**src/core/ifd_regs.vh**
```
// constants for the instruction format decoder
`ifndef IFD_REGS_VH
`define IFD_REGS_VH
`define IFD_FMT_RR      3'h0
`define IFD_FMT_SF      3'h1
`define IFD_FMT_RX1     3'h2
`define IFD_FMT_RX2     3'h3
`define IFD_FMT_RX3     3'h4
`define IFD_FMT_RI1     3'h5
`define IFD_FMT_RI2     3'h6
`define IFD_FMT_PAIR    3'h7
`define IFD_CLS_RR      3'h0
`define IFD_CLS_SF      3'h1
`define IFD_CLS_RX      3'h2
`define IFD_CLS_RI1     3'h3
`define IFD_CLS_RI2     3'h4
`define IFD_CLS_PAIR    3'h5
`define IFD_RX3_TAG     4'h4
`define IFD_LEN_RR      3'h1
`define IFD_LEN_RX1     3'h2
`define IFD_LEN_RX3     3'h3
`define IFD_LEN_RI2     3'h3
`endif

```
**src/core/ifd_decoder.v**
```verilog
// instruction format decoder top, registered outputs
`timescale 1ns/1ps
`include "ifd_regs.vh"
module ifd_decoder (
	CLK_SYS,
	RESETN,
	INSTR_VALID,
	INSTR_BITS,
	OPCODE_CLASS,
	NEXT_LOC,
	COND_CODE,
	IS_COND_BRANCH,
	INDEX_A_VAL,
	INDEX_B_VAL,
	PAIR_INDEX_A_VAL,
	PAIR_INDEX_B_VAL,
	DEC_VALID,
	FORMAT,
	OPCODE_FIELD,
	FIRST_OPERAND_REGISTER,
	SECOND_OPERAND_REGISTER,
	SECOND_IS_IMMEDIATE,
	SECOND_OPERAND_VALUE,
	INDEX_REGISTER_FIELD,
	SECOND_INDEX_FIELD,
	SECOND_ADDRESS,
	BRANCH_TAKEN,
	OPERATION_MODIFIER_FIELD,
	FIRST_LENGTH_FIELD,
	FIRST_LENGTH_LITERAL,
	SECOND_LENGTH_FIELD,
	SECOND_LENGTH_LITERAL,
	FIRST_MEMBER_ADDRESS,
	SECOND_MEMBER_ADDRESS,
	LENGTH_HALFWORDS
);
	input  wire        CLK_SYS;
	input  wire        RESETN;
	input  wire        INSTR_VALID;
	input  wire [95:0] INSTR_BITS;
	input  wire [2:0]  OPCODE_CLASS;
	input  wire [31:0] NEXT_LOC;
	input  wire [3:0]  COND_CODE;
	input  wire        IS_COND_BRANCH;
	input  wire [31:0] INDEX_A_VAL;
	input  wire [31:0] INDEX_B_VAL;
	input  wire [31:0] PAIR_INDEX_A_VAL;
	input  wire [31:0] PAIR_INDEX_B_VAL;
	output reg         DEC_VALID;
	output reg  [2:0]  FORMAT;
	output reg  [7:0]  OPCODE_FIELD;
	output reg  [3:0]  FIRST_OPERAND_REGISTER;
	output reg  [3:0]  SECOND_OPERAND_REGISTER;
	output reg         SECOND_IS_IMMEDIATE;
	output reg  [31:0] SECOND_OPERAND_VALUE;
	output reg  [3:0]  INDEX_REGISTER_FIELD;
	output reg  [3:0]  SECOND_INDEX_FIELD;
	output reg  [31:0] SECOND_ADDRESS;
	output reg         BRANCH_TAKEN;
	output reg  [7:0]  OPERATION_MODIFIER_FIELD;
	output reg  [3:0]  FIRST_LENGTH_FIELD;
	output reg         FIRST_LENGTH_LITERAL;
	output reg  [3:0]  SECOND_LENGTH_FIELD;
	output reg         SECOND_LENGTH_LITERAL;
	output reg  [31:0] FIRST_MEMBER_ADDRESS;
	output reg  [31:0] SECOND_MEMBER_ADDRESS;
	output reg  [3:0]  LENGTH_HALFWORDS;

	reg         rst_meta_ff;
	reg         rst_sync_ff;
	wire        rst_n;
	wire [7:0]  opcode_field;
	wire [3:0]  first_operand_register;
	wire [3:0]  second_operand_register;
	wire [2:0]  m1_fmt;
	wire [2:0]  m1_hw;
	wire [3:0]  m1_fx;
	wire [3:0]  m1_sx;
	wire [31:0] m1_addr;
	wire [2:0]  m2_fmt;
	wire [2:0]  m2_hw;
	wire [31:0] m2_addr;
	wire [47:0] member2_bits;
	wire [31:0] m2_loc;
	wire [31:0] idx_a;
	wire [31:0] wide_immediate_field;
	reg  [2:0]  nxt_format;
	reg         nxt_sec_imm;
	reg  [31:0] nxt_sec_val;
	reg  [31:0] nxt_sec_addr;
	reg  [3:0]  nxt_len;
	reg  [3:0]  nxt_sec_idx;
	reg  [7:0]  nxt_mod;

	// reset release through two flops, assert stays asynchronous
	always @(posedge CLK_SYS or negedge RESETN) begin
		if (!RESETN) begin
			rst_meta_ff <= 1'b0;
			rst_sync_ff <= 1'b0;
		end else begin
			rst_meta_ff <= 1'b1;
			rst_sync_ff <= rst_meta_ff;
		end
	end
	assign rst_n = rst_sync_ff;

	assign opcode_field            = INSTR_BITS[95:88];
	assign first_operand_register  = INSTR_BITS[87:84];
	assign second_operand_register = INSTR_BITS[83:80];
	assign idx_a = (second_operand_register == 4'h0) ? 32'h0 : INDEX_A_VAL;
	assign wide_immediate_field = INSTR_BITS[79:48];

	ifd_member u_member1 (
		.member_bits        (INSTR_BITS[95:48]),
		.index_a_val        (INDEX_A_VAL),
		.index_b_val        (INDEX_B_VAL),
		.next_loc           (NEXT_LOC),
		.fmt                (m1_fmt),
		.halfwords          (m1_hw),
		.first_index_field  (m1_fx),
		.second_index_field (m1_sx),
		.address            (m1_addr)
	);

	// second member starts after first, modifier between
	assign member2_bits = (m1_hw == `IFD_LEN_RX3) ? INSTR_BITS[47:0] :
		{INSTR_BITS[63:16]};
	// second member closes the instruction, so its counter is the instruction's
	assign m2_loc = NEXT_LOC;

	ifd_member u_member2 (
		.member_bits        ({member2_bits[47:40] & 8'h00, member2_bits[39:0]}),
		.index_a_val        (PAIR_INDEX_A_VAL),
		.index_b_val        (PAIR_INDEX_B_VAL),
		.next_loc           (m2_loc),
		.fmt                (m2_fmt),
		.halfwords          (m2_hw),
		.first_index_field  (),
		.second_index_field (),
		.address            (m2_addr)
	);

	always @* begin
		nxt_format = `IFD_FMT_RR;
		nxt_sec_imm = 1'b0;
		nxt_sec_val = 32'h0;
		nxt_sec_addr = 32'h0;
		nxt_len = {1'b0, `IFD_LEN_RR};
		nxt_sec_idx = 4'h0;
		nxt_mod = 8'h0;
		// branch opcodes share these format paths
		case (OPCODE_CLASS)
		`IFD_CLS_RR: begin
			nxt_format = `IFD_FMT_RR;
		end
		`IFD_CLS_SF: begin
			nxt_format = `IFD_FMT_SF;
			nxt_sec_imm = 1'b1;
			nxt_sec_val = {28'h0, second_operand_register};
		end
		`IFD_CLS_RX: begin
			nxt_format = m1_fmt;
			nxt_sec_addr = m1_addr;
			nxt_sec_idx = m1_sx;
			nxt_len = {1'b0, m1_hw};
		end
		`IFD_CLS_RI1: begin
			nxt_format = `IFD_FMT_RI1;
			nxt_sec_imm = 1'b1;
			nxt_sec_val = {{16{INSTR_BITS[79]}}, INSTR_BITS[79:64]} + idx_a;
			nxt_len = {1'b0, `IFD_LEN_RX1};
		end
		`IFD_CLS_RI2: begin
			nxt_format = `IFD_FMT_RI2;
			nxt_sec_imm = 1'b1;
			nxt_sec_val = wide_immediate_field + idx_a;
			nxt_len = {1'b0, `IFD_LEN_RI2};
		end
		`IFD_CLS_PAIR: begin
			nxt_format = `IFD_FMT_PAIR;
			nxt_sec_addr = m2_addr;
			nxt_mod = (m1_hw == `IFD_LEN_RX3) ? INSTR_BITS[47:40] : INSTR_BITS[63:56];
			nxt_len = {1'b0, m1_hw} + {1'b0, m2_hw};
		end
		default: begin
			nxt_format = `IFD_FMT_RR;
		end
		endcase
	end

	always @(posedge CLK_SYS or negedge rst_n) begin
		if (!rst_n) begin
			DEC_VALID <= 1'b0;
			FORMAT <= `IFD_FMT_RR;
			OPCODE_FIELD <= 8'h00;
			FIRST_OPERAND_REGISTER <= 4'h0;
			SECOND_OPERAND_REGISTER <= 4'h0;
			SECOND_IS_IMMEDIATE <= 1'b0;
			SECOND_OPERAND_VALUE <= 32'h0;
			INDEX_REGISTER_FIELD <= 4'h0;
			SECOND_INDEX_FIELD <= 4'h0;
			SECOND_ADDRESS <= 32'h0;
			BRANCH_TAKEN <= 1'b0;
			OPERATION_MODIFIER_FIELD <= 8'h00;
			FIRST_LENGTH_FIELD <= 4'h0;
			FIRST_LENGTH_LITERAL <= 1'b0;
			SECOND_LENGTH_FIELD <= 4'h0;
			SECOND_LENGTH_LITERAL <= 1'b0;
			FIRST_MEMBER_ADDRESS <= 32'h0;
			SECOND_MEMBER_ADDRESS <= 32'h0;
			LENGTH_HALFWORDS <= 4'h0;
		end else begin
			DEC_VALID <= INSTR_VALID;
			if (INSTR_VALID) begin
				FORMAT <= nxt_format;
				OPCODE_FIELD <= opcode_field;
				FIRST_OPERAND_REGISTER <= first_operand_register;
				SECOND_OPERAND_REGISTER <= second_operand_register;
				SECOND_IS_IMMEDIATE <= nxt_sec_imm;
				SECOND_OPERAND_VALUE <= nxt_sec_val;
				INDEX_REGISTER_FIELD <= m1_fx;
				SECOND_INDEX_FIELD <= nxt_sec_idx;
				SECOND_ADDRESS <= nxt_sec_addr;
				BRANCH_TAKEN <= IS_COND_BRANCH & (|(first_operand_register & COND_CODE));
				OPERATION_MODIFIER_FIELD <= nxt_mod;
				FIRST_LENGTH_FIELD <= first_operand_register;
				FIRST_LENGTH_LITERAL <= nxt_mod[7];
				// second length sits after the modifier byte
				SECOND_LENGTH_FIELD <= member2_bits[39:36];
				SECOND_LENGTH_LITERAL <= nxt_mod[6];
				FIRST_MEMBER_ADDRESS <= m1_addr;
				SECOND_MEMBER_ADDRESS <= m2_addr;
				LENGTH_HALFWORDS <= nxt_len;
			end
		end
	end
endmodule

```
**src/core/ifd_member.v**
```verilog
// one indexed storage member: format detect and address forming
`timescale 1ns/1ps
`include "ifd_regs.vh"
module ifd_member (
	member_bits,
	index_a_val,
	index_b_val,
	next_loc,
	fmt,
	halfwords,
	first_index_field,
	second_index_field,
	address
);
	input  wire [47:0] member_bits;
	input  wire [31:0] index_a_val;
	input  wire [31:0] index_b_val;
	input  wire [31:0] next_loc;
	output reg  [2:0]  fmt;
	output reg  [2:0]  halfwords;
	output wire [3:0]  first_index_field;
	output wire [3:0]  second_index_field;
	output reg  [31:0] address;

	wire [31:0] idx_a;
	wire [31:0] idx_b;
	wire [31:0] rel_disp;

	assign first_index_field  = member_bits[35:32];
	assign second_index_field = member_bits[27:24];
	assign idx_a = (first_index_field == 4'h0) ? 32'h0 : index_a_val;
	assign idx_b = (second_index_field == 4'h0) ? 32'h0 : index_b_val;
	assign rel_disp = {{17{member_bits[30]}}, member_bits[30:16]};

	always @* begin
		fmt = `IFD_FMT_RX1;
		halfwords = `IFD_LEN_RX1;
		address = 32'h0;
		if (member_bits[31]) begin
			fmt = `IFD_FMT_RX2;
			address = next_loc + rel_disp + idx_a;
		end else if (member_bits[31:28] == `IFD_RX3_TAG) begin
			fmt = `IFD_FMT_RX3;
			halfwords = `IFD_LEN_RX3;
			address = idx_a + idx_b + {8'h0, member_bits[23:0]};
		end else begin
			address = idx_a + {18'h0, member_bits[29:16]};
		end
	end
endmodule

```
**config.mk**
```make
export PLATFORM = sky130hd
export DESIGN_NAME = ifd_decoder
export DESIGN_NICKNAME = d
export VERILOG_FILES = /design/src/core/ifd_decoder.v /design/src/core/ifd_member.v
export VERILOG_INCLUDE_DIRS = /design/src /design/src/core
export SDC_FILE = /design/constraint.sdc
export NUM_CORES = 1
export LEC_CHECK = 0
export ABC_CLOCK_PERIOD_IN_PS = 5900
export BUFFER_PORTS_ARGS = -buffer_cell sky130_fd_sc_hd__buf_2
export CAP_MARGIN = 30
export CELL_PAD_IN_SITES_DETAIL_PLACEMENT = 1
export CELL_PAD_IN_SITES_GLOBAL_PLACEMENT = 1
export CORE_ASPECT_RATIO = 1.25
export CORE_MARGIN = 5
export CORE_UTILIZATION = 35
export DETAILED_ROUTE_END_ITERATION = 8
export PLACE_DENSITY = 0.73
export SYNTH_ARGS = -nofsm -noshare
export SYNTH_HDL_FRONTEND = slang
export SYNTH_SLANG_ARGS = --single-unit
export TNS_END_PERCENT = 10
```
**constraint.sdc**
```tcl
create_clock -name CLK_SYS -period 5.9 [get_ports CLK_SYS]
set_input_delay 1.18 -clock CLK_SYS [delete_from_list [all_inputs] [get_ports CLK_SYS]]
set_output_delay 1.18 -clock CLK_SYS [all_outputs]
set_load 0.005 [all_outputs]
```
# Word level (Yosys, flattened, before mapping)
# Index checks and enable logic that the tools add are counted.
# totals
output_inout_bits	180
regBits	174
# classes
bitwise_logic	2
eq_ne	8
n_mux	23
n_reduce_logical	6
n_addsub	13
# op_table
cell	n
adder 32 bit	8
2-to-1 mux 32 bit	8
one-hot mux 32 bit (3 select lines)	1
adder 32 x 14 -> 32 bit	2
adder 32 x 24 -> 32 bit	2
one-hot mux 32 bit (2 select lines)	1
2-to-1 mux 40 bit	1
zero test 4 bit	4
2-to-1 mux 8 bit	2
one-hot mux 4 bit (4 select lines)	1
one-hot mux 3 bit (5 select lines)	1
2-to-1 mux 3 bit	4
== test 3 x 2 -> 1 bit (second input constant)	3
== test 4 x 3 -> 1 bit (second input constant)	2
== test 3 bit (second input constant)	2
adder 3 x 3 -> 4 bit	1
AND 4 bit	1
2-to-1 mux 4 bit	1
OR reduction 4 bit	1
== test 3 x 1 -> 1 bit (second input constant)	1
2-to-1 mux 1 bit	3
OR reduction 3 bit	1
AND 1 bit	1

# Longest topological paths before layout
# Gate-level depths: netlist (run 1).
# depth
word_depth	12
depth_mapped	25
depth_no_buf	22

# Hierarchy
# A second synthesis (run 1) with hierarchy kept.
# hier_totals
hier_cells	2843
hier_area_um2	23906.7
# by_module_without_submodules
module	cells_per_inst	area_per_inst_um2	instances
ifd_decoder	911	9783.1	1
ifd_member (u_member2)	964	7099.3	1
ifd_member (u_member1)	968	7024.2	1

# Worst setup path after synthesis (run 1)
# OpenSTA, ideal clock, no wires.
# synth_timing
path_kind	input-to-reg
startpoint	input INSTR_BITS[76]
endpoint	register SECOND_ADDRESS[31]
setup_ns	0.124
arrival_time_ns	6.419
n_path_buf	0
cell_stages	18
setup_slack_ns	-0.642
path_cell_list	nor2_1 > and2_4 > nand2b_4 > inv_4 > mux2i_1 > fa_1 > inv_1 > ha_1 > a21o_1 > a21o_1 > a2111oi_0 > a21oi_1 > o31ai_1 > nand2b_1 > a21oi_1 > xnor2_1 > a41o_1 > a211o_1
# synth_via
elab_chain_cells	12
# synth_rtl
element	line_no	text
start: declaration	ifd_decoder.v:40	input wire [95:0] INSTR_BITS;
== test 4 x 3 -> 1 bit (no source line)	n/a	
2-to-1 mux 1 bit	ifd_member.v:42	end else if (member_bits[31:28] == `IFD_RX3_TAG) begin
2-to-1 mux 3 bit	ifd_member.v:39	if (member_bits[31]) begin
== test 3 x 2 -> 1 bit (no source line)	n/a	
2-to-1 mux 40 bit	ifd_decoder.v:126	assign member2_bits = (m1_hw == `IFD_LEN_RX3) ? INSTR_BITS[47:0] :
zero test 4 bit (on tied branches)	ifd_member.v:31, ifd_member.v:32	
2-to-1 mux 32 bit (on tied branches)	ifd_member.v:31, ifd_member.v:32	
adder 32 bit	ifd_member.v:45	address = idx_a + idx_b + {8'h0, member_bits[23:0]};
adder 32 x 24 -> 32 bit	ifd_member.v:45	
2-to-1 mux 32 bit	ifd_member.v:42	
2-to-1 mux 32 bit	ifd_member.v:39	
one-hot mux 32 bit (2 select lines) *	ifd_decoder.v:152	case (OPCODE_CLASS)
end signal: assignment	ifd_decoder.v:223	SECOND_ADDRESS <= nxt_sec_addr;
end: declaration	ifd_decoder.v:58	output reg [31:0] SECOND_ADDRESS;
# Every way passes the cells marked *; elsewhere a longest branch is shown, timed or not.
# A chain may end at the register's enable or synchronous reset.

# Worst setup path after layout (run 1)
# layout_timing
startpoint	input INSTR_BITS[76]
endpoint	register SECOND_ADDRESS[23]
# The elaborated chain is that of the path after synthesis.

==> results of run 1 <==
-- sequential cells by signal (all words and copies together), names as in the netlist, 3 cells and up --
name	flops
LENGTH_HALFWORDS	3
SECOND_INDEX_FIELD	4
SECOND_MEMBER_ADDRESS	32
FIRST_MEMBER_ADDRESS	32
FORMAT	3
SECOND_ADDRESS	32
SECOND_LENGTH_FIELD	4
INDEX_REGISTER_FIELD	4
OPCODE_FIELD	8
OPERATION_MODIFIER_FIELD	8
FIRST_LENGTH_FIELD	4
SECOND_OPERAND_VALUE	32
-- synth_stat cells (all sizes together) (7+ instances only) --
master,count
a211o,9
and2,44
nor2,182
a21o,91
clkbuf,83
nand2,242
or3,12
o2bb2ai,40
nand3,63
o21a,29
o21ai,125
xnor2,107
o221ai,7
o22ai,13
mux2i,44
nor4,9
or4,8
fa,117
a41oi,9
a22oi,14
o21bai,18
a21oi,207
nor3,46
ha,196
o31ai,16
a221o,15
nor2b,49
inv,221
a221oi,14
xor2,77
a211oi,38
or2,7
buf,29
nand4,26
dfrtp,171
a2111oi,7
o211ai,28
a31oi,23
mux2,59
nand2b,26
and3,24
-- where the power goes --
| part | switching, mW | leakage, nW | internal [mW] |
|---|---|---|---|
| clock | 0.639 | 0.296 | 0.642 |
| sequential | 0.167 | 2.12 | 1.37 |
| combinational | 2.32 | 11.3 | 1.83 |
| total | 3.12 | 13.7 | 3.84 |
-- metal layers --
layer / vias to the layer above / wire length (um) / track usage
met5: - / 40 / 0
met4: 4 / 3924 / 0.1084
met3: 143 / 4214 / 0.03627
met2: 566 / 50600 / 0.5226
met1: 11380 / 42540 / 0.3642
li1: 10610 / - / -
-- how the worst min path moves through the flow --
stage / endpoint / slack (ps) / cells past startpoint
after CTS: rst_n$_DFF_PN0_ / 360 / 0
after floorplan: rst_n$_DFF_PN0_ / 330 / 0
final: rst_n$_DFF_PN0_ / 350 / 0
after global routing: rst_n$_DFF_PN0_ / 360 / 0
after detailed placement: rst_n$_DFF_PN0_ / 340 / 0
after global placement: rst_n$_DFF_PN0_ / 340 / 0
-- logic make-up (layout without fill, tap and decap cells) --
family,Yosys count,after routing,synth area share
and+or+nand+nor,758,758,0.1673
AOI/OAI and AO/OA,756,756,0.2312
buffers and inverters,333,989,0.05993
adders and majority gates,313,313,0.2200
xor gates and xnor gates,184,184,0.07394
DFF,171,171,0.1963
muxes,103,103,0.05103
other,2,7,0.0003446
-- worst max-delay path: stages --
cell and delay (ps):
sky130_fd_sc_hd__buf_2 130, sky130_fd_sc_hd__nor2_1 150, sky130_fd_sc_hd__and2_4 200, sky130_fd_sc_hd__nand2b_4 110
sky130_fd_sc_hd__inv_4 150, sky130_fd_sc_hd__mux2i_4 330, sky130_fd_sc_hd__buf_4 250, sky130_fd_sc_hd__buf_4 260
sky130_fd_sc_hd__nand2_1 190, sky130_fd_sc_hd__fa_1 530, sky130_fd_sc_hd__inv_1 40, sky130_fd_sc_hd__ha_1 320
sky130_fd_sc_hd__and3_1 200, sky130_fd_sc_hd__nand3_1 120, sky130_fd_sc_hd__or3b_2 470, sky130_fd_sc_hd__a21oi_2 230
sky130_fd_sc_hd__o31ai_1 150, sky130_fd_sc_hd__buf_4 170, sky130_fd_sc_hd__o21bai_1 160, sky130_fd_sc_hd__xnor2_1 90
sky130_fd_sc_hd__a221oi_1 400, sky130_fd_sc_hd__a2bb2oi_1 120, sky130_fd_sc_hd__a21oi_1 160
-- stage by stage --
stage          area (um2)  hold slack (ps)  instances
2_1_floorplan       21800            331.2       2620
3_3_place_gp        26840            338.1       4074
3_5_place_dp        26870            336.4       4076
4_1_cts             27480            355.3       4108
5_1_grt             27510            364.0       4110
6_report            27520            354.2       4113
-- cell usage in the layout (no fill, tap or decap), drive strengths merged, types with 17 or more instances in the layout --
cell type and count:
and3 24, nand2 242, dfrtp 171, a31oi 23, a211oi 38, o2bb2ai 40, nand3 63, nand2b 26
fa 117, buf 736, xor2 77, and2 44, xnor2 107, clkbuf 17, mux2i 44, mux2 59
o211ai 28, ha 196, a21oi 207, o21bai 18, nor3 46, nor2 182, nand4 26, inv 226
nor2b 49, o21ai 125, o21a 29, a21o 91
-- cell type report --
cell class / count / area (um2)
sequential: 171 / 4283
tap: 832 / 1041
clock inverter: 15 / 186.4
inverter: 221 / 833.3
fill: 7600 / 34380
antenna: 5 / 12.51
timing repair buffer: 736 / 4459
clock buffer: 17 / 425.4
multi-input combinational: 2116 / 16280
==> PnR_summary.wiki, run 1 <==
{| class="wikitable"
! Metric !! Value
|-
| Fin util || 0.4446
|-
| Classification of the worst setup path || in -> reg
|-
| CTS Hold Bufs || 0
|-
| Kind of launch point of the worst setup path || input port
|-
| Static Leakage || 13.70 nW
|-
| Last element of the critical path || SECOND_ADDRESS[23]$_DFFE_PN0P_
|-
| Primary FF master, synth || sky130_fd_sc_hd__dfrtp_1
|-
| Final-report hold violation count || 0
|-
| Final period demand of the worst path || roughly 5700 ps
|-
| Number of cell instances on the worst register-to-register path || 1
|-
| Maximum clock frequency || around 0.18 GHz
|-
| CP startpoint || INSTR_BITS[76]
|-
| Number of warnings reported in the yosys synthesis log || 0
|-
| Ratio of total power to cell area || 253.1 nW/um2
|-
| Overall Power || 6.966 mW
|-
| Initial core utilization || 0.3521
|-
| Max-slew violation total from the final report || 0
|-
| Reg2Reg Launch Point || rst_n$_DFF_PN0_
|-
| Number of endpoints failing setup at the final stage || 0
|-
| RD Place Congestion || 0.9885
|-
| Area inside the core boundary || ~62000 um2
|-
| Launch instance of the worst min-delay path || rst_meta_ff$_DFF_PN0_
|-
| Net count after synthesis || 3200
|-
| Post-synthesis register bit count || 171
|-
| CTS Buf Count || 17
|-
| Skew final || 13.26 ps
|-
| Maximum number of pins on one net before global-route repair || 125
|-
| Post-route DRC violation count || 0
|-
| Maximum Capacitance Violations || 0
|-
| Total of buffers placed on input and output ports || between 400 and 500
|-
| Overall via count from detail_route || ~23000
|-
| Global-route wire length before repair || 150.2 mm
|-
| Number of cells upsized or downsized after cts || 0
|-
| Post-synthesis area per instance || 8.319 um2
|-
| Required time of the critical path || 6340 ps
|-
| CTS root buffer || sky130_fd_sc_hd__clkbuf_16
|-
| Half-perimeter wire length of the detailed placement result || roughly 87 mm
|-
| CTS tree || yes
|-
| First-iteration detailed-routing DRC count || between 1000 and 1500
|-
| Unrepaired setup endpoints after global routing || no
|-
| Run status || completed
|-
| Post-synth top area cell || sky130_fd_sc_hd__dfrtp_1
|-
| End of the worst register-to-register path || SECOND_MEMBER_ADDRESS[6]$_DFFE_PN0P_
|-
| Maximum vdd drop || about 0.00018 V
|-
| Antenna Violating Nets Remaining || 0
|-
| Setup WS post-layout || slightly above 200 ps
|-
| Number of synthesized flops with an enable pin || 0
|-
| Die width || 233.2 um
|-
| Total negative slack || 0 ps
|-
| Relative max-transition margin || 0.3171
|-
| Number of sinks handled by clock tree synthesis || between 150 and 200
|-
| Worst path arrival time || about 6100 ps
|-
| GRT Overall Usage || 0.2938
|-
| First-pass DRT Iterations || 5
|-
| Setup slack, reg-to-reg || roughly 4300 ps
|-
| CTS H-tree lvls || 4
|-
| Fraction of the yosys area taken by sequential cells || 0.1963
|-
| Total wirelength of the detailed-routed design || ~100 mm
|-
| Number of placement rows || between 100 and 150
|-
| Post-synth ARST share || 1.000
|-
| Area grow syn2layout || 26.25%
|-
| Number of distinct standard cells referenced by the synthesized netlist || between 80 and 90
|-
| Number of instances in the synthesized netlist || approximately 2600
|-
| Portion of synthesized cell area occupied by the leading cell type || 0.1963
|-
| Overflow after GRT || 0
|-
| Clock insertion delay at the later pin of the skew report || between 500 and 600 ps
|-
| Wire length per cell || 24.63 um
|-
| CTS max path bufs || 2
|-
| Most area-consuming cells after synthesis || sky130_fd_sc_hd__dfrtp_1, sky130_fd_sc_hd__ha_1, sky130_fd_sc_hd__fa_1, sky130_fd_sc_hd__a21oi_1, sky130_fd_sc_hd__xnor2_1
|-
| Cell area after synthesis || approximately 22000 um2
|-
| Initial antenna violation count || 15
|-
| Clock transition at the register clock pins on the worst setup and hold paths after CTS || 80 ps
|-
| Actual transition at the worst max-transition pin || ~1000 ps
|-
| Die Area || around 67000 um2
|-
| Critical path fanouts, max || 20
|-
| CP endpoint kind || flip-flop
|-
| Number of top-level design ports || about 450
|-
| Nets@finish || between 3000 and 4000
|-
| Layout cell share with drive strength beyond 1 || 0.2628
|-
| Path category of the worst min-delay check || reg -> reg
|-
| Setup slack after placement || -321.8 ps
|-
| Share of the clock period used by the worst path || 0.9651
|-
| Vias in the first global route || 24750
|-
| Die Y || about 290 um
|-
| Number of vias per cell after detailed routing || between 5 and 6
|-
| Setup fix buffers added after clock tree synthesis || 0
|}
Note: power is estimated with default switching activity, not from simulation.
==> run 2, diff against run 1 <==
Settings changed: CORE_UTILIZATION 35 to 42, GPL_ROUTABILITY_DRIVEN from default to 0, PLACE_DENSITY 0.73 to 0.85.
==> run 2 against run 1 <==
Compared with the run above: total power decreased by 0.14%; worst hold slack got worse by 45 ps; via count increased by 5.3%; global-route usage increased by 4.6 points; sequential share of layout area increased by 0.17 points; utilization increased by 8.5 points; sequential power about the same; final cell count decreased by 4.2%; critical path depth unchanged; first-iteration DRC count increased by 49%; flip-flop and latch count unchanged; highest routed layer unchanged.
==> PnR_summary.wiki, run 2 (synthesis gave the netlist of run 1 again) <==
{| class="wikitable"
! Metric !! Value
|-
| Run status || completed (unchanged)
|-
| Gr busiest metal || met2 (unchanged)
|-
| Die Area || 56580 um2 (was 67400 um2)
|-
| Number of top-level design ports || 447 (unchanged)
|-
| Overall Power || 6.956 mW (was 6.966 mW)
|-
| Required time of the critical path || 6240 ps (was 6340 ps)
|-
| First-iteration detailed-routing DRC count || 1629 (was 1093)
|-
| CTS root buffer || sky130_fd_sc_hd__clkbuf_16 (unchanged)
|-
| CTS H-tree lvls || 4 (unchanged)
|-
| Number of placement rows || 93 (was 102)
|-
| Share of the clock period used by the worst path || 0.9852 (was 0.9651)
|-
| Area occupied by multi-input gates || 16290 um2 (was 16280 um2)
|-
| Static Leakage || 13.64 nW (was 13.70 nW)
|-
| CTS Buf Count || 17 (unchanged)
|-
| Final-report hold violation count || 0 (unchanged)
|-
| CTS tree || yes (unchanged)
|-
| Max-slew violation total from the final report || 0 (unchanged)
|-
| Clock transition at the register clock pins on the worst setup and hold paths after CTS || 80 ps (about the same)
|-
| Routing usage on met1 || 0.4030 (was 0.3642)
|-
| Final period demand of the worst path || 5813 ps (was 5694 ps)
|-
| Actual transition at the worst max-transition pin || 933.3 ps (was 1024 ps)
|-
| Initial core utilization || 0.4238 (was 0.3521)
|-
| Path category of the worst min-delay check || reg -> async (was reg -> reg)
|-
| GRT Overall Usage || 0.3403 (was 0.2938)
|-
| Area inside the core boundary || 51430 um2 (was 61900 um2)
|-
| Overall via count from detail_route || 23890 (was 22700)
|-
| Filler cell count in the final layout || 6347 (was 7600)
|-
| Post-route standard cell area excluding fillers || 27220 um2 (was 27520 um2)
|-
| Classification of the worst setup path || in -> reg (unchanged)
|-
| Die width || 213.8 um (was 233.2 um)
|-
| Total wirelength of the detailed-routed design || 100.1 mm (was 101.3 mm)
|-
| Number of sinks handled by clock tree synthesis || 171 (unchanged)
|-
| Reg area || 4283 um2 (unchanged)
|-
| Global-route wire length before repair || 149.0 mm (was 150.2 mm)
|-
| Maximum vdd drop || 0.0002328 V (was 0.0001811 V)
|-
| Worst path arrival time || 6150 ps (was 6130 ps)
|-
| Antenna Violating Nets Remaining || 0 (unchanged)
|-
| First-pass DRT Iterations || 6 (was 5)
|-
| Die Y || 264.7 um (was 289.0 um)
|-
| Reg2Reg Launch Point || rst_n$_DFF_PN0_ (unchanged)
|-
| Commonest cells after routing, fill and taps aside || sky130_fd_sc_hd__buf_2, sky130_fd_sc_hd__buf_4, sky130_fd_sc_hd__nand2_1 (unchanged)
|-
| Clock insertion delay at the later pin of the skew report || 480 ps (was 510 ps)
|-
| Relative max-transition margin || 0.3755 (was 0.3171)
|-
| Setup slack after placement || -306.3 ps (was -321.8 ps)
|-
| Number of endpoints failing setup at the final stage || 0 (unchanged)
|-
| Initial antenna violation count || 15 (unchanged)
|-
| Layout cell share with drive strength beyond 1 || 0.2613 (was 0.2628)
|-
| Met2 global-route usage || 0.5715 (was 0.5226)
|-
| CP startpoint || INSTR_BITS[76] (unchanged)
|-
| Overflow after GRT || 0 (unchanged)
|-
| Maximum Capacitance Violations || 0 (unchanged)
|-
| Area grow syn2layout || 24.87% (was 26.25%)
|-
| Vias in the first global route || 25730 (was 24750)
|-
| Kind of launch point of the worst setup path || input port (unchanged)
|-
| Post-route DRC violation count || 0 (unchanged)
|-
| Global routing usage on met3 || 0.05729 (was 0.03627)
|-
| Total of buffers placed on input and output ports || 445 (unchanged)
|-
| CTS max path bufs || 2 (unchanged)
|-
| Maximum clock frequency || 0.1720 GHz (was 0.1756 GHz)
|-
| Most frequent standard cell in the layout excluding fill and tap cells || sky130_fd_sc_hd__buf_2 (unchanged)
|-
| CP endpoint kind || flip-flop (unchanged)
|-
| Skew final || 6.192 ps (was 13.26 ps)
|-
| Area after DPL || 26510 um2 (was 26870 um2)
|-
| Maximum number of pins on one net before global-route repair || 132 (was 125)
|-
| Nets@finish || 3832 (was 3843)
|-
| Wire length per cell || 25.41 um (was 24.63 um)
|-
| Setup WS post-layout || 87.29 ps (was 205.6 ps)
|-
| Half-perimeter wire length of the detailed placement result || 82.57 mm (was 86.57 mm)
|-
| Critical path fanouts, max || 7 (was 20)
|-
| Total negative slack || 0 ps (unchanged)
|-
| Unrepaired setup endpoints after global routing || yes (was no)
|-
| Number of vias per cell after detailed routing || 6.064 (was 5.519)
|-
| Ratio of total power to cell area || 255.6 nW/um2 (was 253.1 nW/um2)
|}
==> run 2: cell types whose count changed in the layout (fill, tap and decap cells not counted), moves of 2 or more <==
cell and change:
sky130_fd_sc_hd__clkinv_2 -2, sky130_fd_sc_hd__o21ai_1 -2, sky130_fd_sc_hd__o21ai_0 +2, sky130_fd_sc_hd__buf_4 -10, sky130_fd_sc_hd__inv_8 +2, sky130_fd_sc_hd__buf_12 -2, sky130_fd_sc_hd__diode_2 +5
==> run 2: stage by stage <==
| step | cells | util | hold slack (ps) |
|---|---|---|---|
| detailed placement | 3894 | 0.5154 | 328.6 |
| CTS | 3926 | 0.5273 | 327.9 |
| global placement | 3892 | 0.5152 | 322.6 |
| finish | 3940 | 0.5292 | 309.4 |
| global route | 3939 | 0.5291 | 359.1 |
| floorplan | 2620 | - | 331.2 |
==> run 2: worst paths after layout <==
path                                                        end  slack (ps)  depth (start not counted)
setup / recovery                 SECOND_ADDRESS[27]$_DFFE_PN0P_          90                         23
hold / removal             SECOND_OPERAND_VALUE[27]$_DFFE_PN0P_         310                          0
setup reg to reg            FIRST_MEMBER_ADDRESS[4]$_DFFE_PN0P_        4370                          1
hold reg to reg            SECOND_OPERAND_VALUE[27]$_DFFE_PN0P_         310                          0
max in group asynchronous   FIRST_MEMBER_ADDRESS[4]$_DFFE_PN0P_        4370                          1
min in group CLK_SYS                            rst_n$_DFF_PN0_         360                          0
==> run 2: report_power, final <==
group / total [mW] / internal, mW / switching, mW
clock: 1.22 / 0.620 / 0.603
sequential: 1.52 / 1.37 / 0.149
combinational: 4.21 / 1.83 / 2.39
total: 6.96 / 3.82 / 3.14
==> run 2: cell type report <==
class                           count  share of cell area
Antenna cell                       10           0.0009194
Clock buffer                       18             0.01614
Clock inverter                     14            0.006252
Inverter                          221             0.03062
Multi-Input combinational cell   2116              0.5985
Sequential cell                   171              0.1574
Tap cell                          665             0.03057
Timing Repair Buffer              725              0.1597
==> run 2: routing by layer <==
metal,routed length [um],share of wire
met4,7375,0.074
met2,47650,0.48
met3,7233,0.072
met1,37770,0.38
met5,71,0.00071
==> run 2: what timing repair did <==
item                                    in CTS  in global routing
hold buffers                                 0                  0
setup buffers                                0                  3
endpoints found under the setup margin       0                 16
hold endpoints to repair                     0                  0
gates resized for setup                      0                  9
==> run 2: worst max-delay path, cell delays in order <==
cell	delay, ps
sky130_fd_sc_hd__buf_2	110
sky130_fd_sc_hd__nor2_1	160
sky130_fd_sc_hd__and2_4	200
sky130_fd_sc_hd__nand2b_4	110
sky130_fd_sc_hd__inv_4	160
sky130_fd_sc_hd__mux2i_4	350
sky130_fd_sc_hd__buf_4	170
sky130_fd_sc_hd__nand2_1	90
sky130_fd_sc_hd__fa_1	540
sky130_fd_sc_hd__inv_1	40
sky130_fd_sc_hd__ha_1	210
sky130_fd_sc_hd__fa_1	460
sky130_fd_sc_hd__a211oi_1	290
sky130_fd_sc_hd__o21ai_0	280
sky130_fd_sc_hd__nand2_1	290
sky130_fd_sc_hd__o21ai_0	160
sky130_fd_sc_hd__a31oi_1	240
sky130_fd_sc_hd__buf_4	160
sky130_fd_sc_hd__buf_4	100
sky130_fd_sc_hd__xor2_1	230
sky130_fd_sc_hd__o221ai_1	230
sky130_fd_sc_hd__a22oi_1	210
sky130_fd_sc_hd__o21ai_0	140
==> run 3, diff against run 2 <==
Settings changed: CTS_BUF_LIST from default to sky130_fd_sc_hd__clkbuf_16, SLEW_MARGIN from default to 20.
==> run 3 against run 2 <==
Compared with the run above: flip-flop and latch count unchanged; worst setup slack better by 150 ps; sequential power about the same; register-to-register slack about the same; final cell count about the same; critical path type unchanged; clock skew up 1.4 ps; maximum frequency up 2.7%; critical path depth unchanged; via count down 0.12%.
==> PnR_summary.wiki, run 3 (synthesis gave the netlist of run 1 again) <==
{| class="wikitable"
! Metric !! Value
|-
| Run status || completed (unchanged)
|-
| Share of the clock period used by the worst path || 0.9593 (was 0.9852)
|-
| First-pass DRT Iterations || 5 (was 6)
|-
| Global routing usage on met3 || 0.05374 (was 0.05729)
|-
| Die Area || 56580 um2 (unchanged)
|-
| Number of cell instances on the worst register-to-register path || 1 (unchanged)
|-
| CP startpoint || INSTR_BITS[76] (unchanged)
|-
| Maximum vdd drop || 0.0002245 V (was 0.0002328 V)
|-
| Wire length per cell || 25.30 um (was 25.41 um)
|-
| CP endpoint kind || flip-flop (unchanged)
|-
| First-iteration detailed-routing DRC count || 1591 (was 1629)
|-
| Number of instances in the placed design || 3894 (unchanged)
|-
| Area occupied by multi-input gates || 16310 um2 (was 16290 um2)
|-
| Number of placement rows || 93 (unchanged)
|-
| Setup fix buffers added after clock tree synthesis || 0 (unchanged)
|-
| Number of endpoints failing setup at the final stage || 0 (unchanged)
|-
| Ratio of total power to cell area || 256.0 nW/um2 (was 255.6 nW/um2)
|-
| Area after DPL || 26510 um2 (about the same)
|-
| Total wirelength of the detailed-routed design || 99.61 mm (was 100.1 mm)
|-
| Static Leakage || 13.62 nW (was 13.64 nW)
|-
| Commonest cells after routing, fill and taps aside || sky130_fd_sc_hd__buf_2, sky130_fd_sc_hd__buf_4, sky130_fd_sc_hd__nand2_1 (unchanged)
|-
| Vias in the first global route || 25870 (was 25730)
|-
| Required time of the critical path || 6250 ps (was 6240 ps)
|-
| Worst path arrival time || 6010 ps (was 6150 ps)
|-
| Actual transition at the worst max-transition pin || 1022 ps (was 933.3 ps)
|-
| End of the worst register-to-register path || SECOND_MEMBER_ADDRESS[10]$_DFFE_PN0P_ (was FIRST_MEMBER_ADDRESS[4]$_DFFE_PN0P_)
|-
| Post-route DRC violation count || 0 (unchanged)
|-
| Clock insertion delay at the later pin of the skew report || 480 ps (about the same)
|-
| Unrepaired setup endpoints after global routing || yes (unchanged)
|-
| CTS tree || yes (unchanged)
|-
| Post-route standard cell area excluding fillers || 27200 um2 (was 27220 um2)
|-
| Skew final || 7.579 ps (was 6.192 ps)
|-
| CTS Buf Count || 17 (unchanged)
|-
| Overflow after GRT || 0 (unchanged)
|-
| Reg area || 4283 um2 (unchanged)
|-
| Initial core utilization || 0.4238 (unchanged)
|-
| Die width || 213.8 um (unchanged)
|-
| Maximum Capacitance Violations || 0 (unchanged)
|-
| Gr busiest metal || met2 (unchanged)
|-
| Nets@finish || 3828 (was 3832)
|-
| Final period demand of the worst path || 5660 ps (was 5813 ps)
|-
| Overall via count from detail_route || 23860 (was 23890)
|-
| Global-route wire length before repair || 149.6 mm (was 149.0 mm)
|-
| CTS root buffer || sky130_fd_sc_hd__clkbuf_16 (unchanged)
|-
| Die Y || 264.7 um (unchanged)
|-
| Number of vias per cell after detailed routing || 6.061 (was 6.064)
|-
| Antenna Violating Nets Remaining || 0 (unchanged)
|-
| Fin util || 0.5289 (was 0.5292)
|-
| CTS Hold Bufs || 0 (unchanged)
|-
| Half-perimeter wire length of the detailed placement result || 82.53 mm (was 82.57 mm)
|-
| Max-slew violation total from the final report || 0 (unchanged)
|-
| Number of top-level design ports || 447 (unchanged)
|-
| Classification of the worst setup path || in -> reg (unchanged)
|-
| Worst Hold Margin || 309.1 ps (was 309.4 ps)
|-
| Relative max-transition margin || 0.3164 (was 0.3755)
|-
| Area grow syn2layout || 24.80% (was 24.87%)
|-
| Met2 global-route usage || 0.5740 (was 0.5715)
|-
| Layout cell share with drive strength beyond 1 || 0.2616 (was 0.2613)
|-
| Final-report hold violation count || 0 (unchanged)
|-
| Kind of launch point of the worst setup path || input port (unchanged)
|-
| Maximum number of pins on one net before global-route repair || 132 (unchanged)
|-
| Initial antenna violation count || 15 (unchanged)
|-
| CTS max path bufs || 2 (unchanged)
|-
| Clock transition at the register clock pins on the worst setup and hold paths after CTS || 80 ps (about the same)
|-
| Setup slack after placement || -298.7 ps (was -306.3 ps)
|-
| Critical path fanouts, max || 18 (was 7)
|-
| Most frequent standard cell in the layout excluding fill and tap cells || sky130_fd_sc_hd__buf_2 (unchanged)
|-
| Maximum clock frequency || 0.1767 GHz (was 0.1720 GHz)
|-
| Path category of the worst min-delay check || reg -> async (unchanged)
|-
| Area inside the core boundary || 51430 um2 (unchanged)
|-
| Reg2Reg Launch Point || rst_n$_DFF_PN0_ (unchanged)
|-
| Total of buffers placed on input and output ports || 445 (unchanged)
|-
| GRT Overall Usage || 0.3413 (was 0.3403)
|-
| Setup slack, reg-to-reg || 4360 ps (was 4370 ps)
|-
| CTS H-tree lvls || 4 (unchanged)
|-
| Number of sinks handled by clock tree synthesis || 171 (unchanged)
|-
| Routing usage on met1 || 0.4063 (was 0.4030)
|-
| Setup WS post-layout || 240.1 ps (was 87.29 ps)
|-
| Filler cell count in the final layout || 6332 (was 6347)
|-
| Non-filler cells in the finished layout || 3937 (was 3940)
|}
-- run 3: cell types whose count changed in the layout (fill, tap and decap cells not counted), sizes merged --
cell	change
clkbuf	-1
diode	+1
clkinv	+1
buf	-4
-- run 3: worst max-delay path, stage by stage --
cell	delay, ps
sky130_fd_sc_hd__buf_2	110
sky130_fd_sc_hd__nor2_1	150
sky130_fd_sc_hd__and2_4	200
sky130_fd_sc_hd__nand2b_4	110
sky130_fd_sc_hd__inv_4	160
sky130_fd_sc_hd__mux2i_4	380
sky130_fd_sc_hd__buf_6	210
sky130_fd_sc_hd__buf_4	240
sky130_fd_sc_hd__nand2_1	170
sky130_fd_sc_hd__fa_1	520
sky130_fd_sc_hd__inv_1	50
sky130_fd_sc_hd__ha_1	340
sky130_fd_sc_hd__and3_1	180
sky130_fd_sc_hd__a221o_1	400
sky130_fd_sc_hd__a211oi_2	260
sky130_fd_sc_hd__nand3_1	140
sky130_fd_sc_hd__nand3_1	170
sky130_fd_sc_hd__o21bai_1	140
sky130_fd_sc_hd__a21oi_2	210
sky130_fd_sc_hd__nor4b_1	70
sky130_fd_sc_hd__nor4_1	330
sky130_fd_sc_hd__buf_4	170
sky130_fd_sc_hd__o21ai_0	80
-- run 3: layout make-up --
cell class | count | share of cell area
diodes | 11 | 0.001012
clock buffers | 17 | 0.01564
clock inverters | 15 | 0.006485
inverters | 221 | 0.03063
multi-input cells | 2116 | 0.5995
flip-flops and latches | 171 | 0.1574
well taps | 665 | 0.03059
repair buffers | 721 | 0.1587
-- run 3: report_power, final --
part / switching (mW) / internal (mW) / total (mW) / leakage (nW)
sequential: 0.150 / 1.37 / 1.52 / 2.12
clock: 0.620 / 0.607 / 1.23 / 0.295
combinational: 2.39 / 1.83 / 4.22 / 11.2
-- run 3: layer usage --
| layer | up-vias | wire [um] |
|---|---|---|
| met5 | - | 34 |
| met4 | 6 | 7301 |
| met3 | 334 | 6811 |
| met2 | 1103 | 47580 |
| met1 | 11840 | 37890 |
| li1 | 10580 | - |
-- run 3: how the worst max path moves through the flow --
stage / to / slack, ps / depth (start not counted)
after floorplan: SECOND_ADDRESS[31]$_DFFE_PN0P_ / 20 / 18
after global placement: SECOND_ADDRESS[23]$_DFFE_PN0P_ / -50 / 23
after detailed placement: SECOND_ADDRESS[23]$_DFFE_PN0P_ / -300 / 23
after CTS: SECOND_ADDRESS[23]$_DFFE_PN0P_ / 160 / 23
after global routing: SECOND_ADDRESS[28]$_DFFE_PN0P_ / -70 / 23
final: SECOND_ADDRESS[28]$_DFFE_PN0P_ / 240 / 23
-- run 3: repair_timing --
action                     in CTS  in global routing
resized for setup               0                 16
hold endpoints to repair        0                  0
setup endpoints to repair       0                 20
-- run 3: through the flow --
| step | TNS (ps) | power [mW] |
|---|---|---|
| after floorplan | 0 | 3.895 |
| after global placement | -154.5 | 5.356 |
| after detailed placement | -4656 | 5.594 |
| after CTS | 0 | 6.869 |
| after global routing | -131.1 | 7.366 |
| final | 0 | 6.964 |
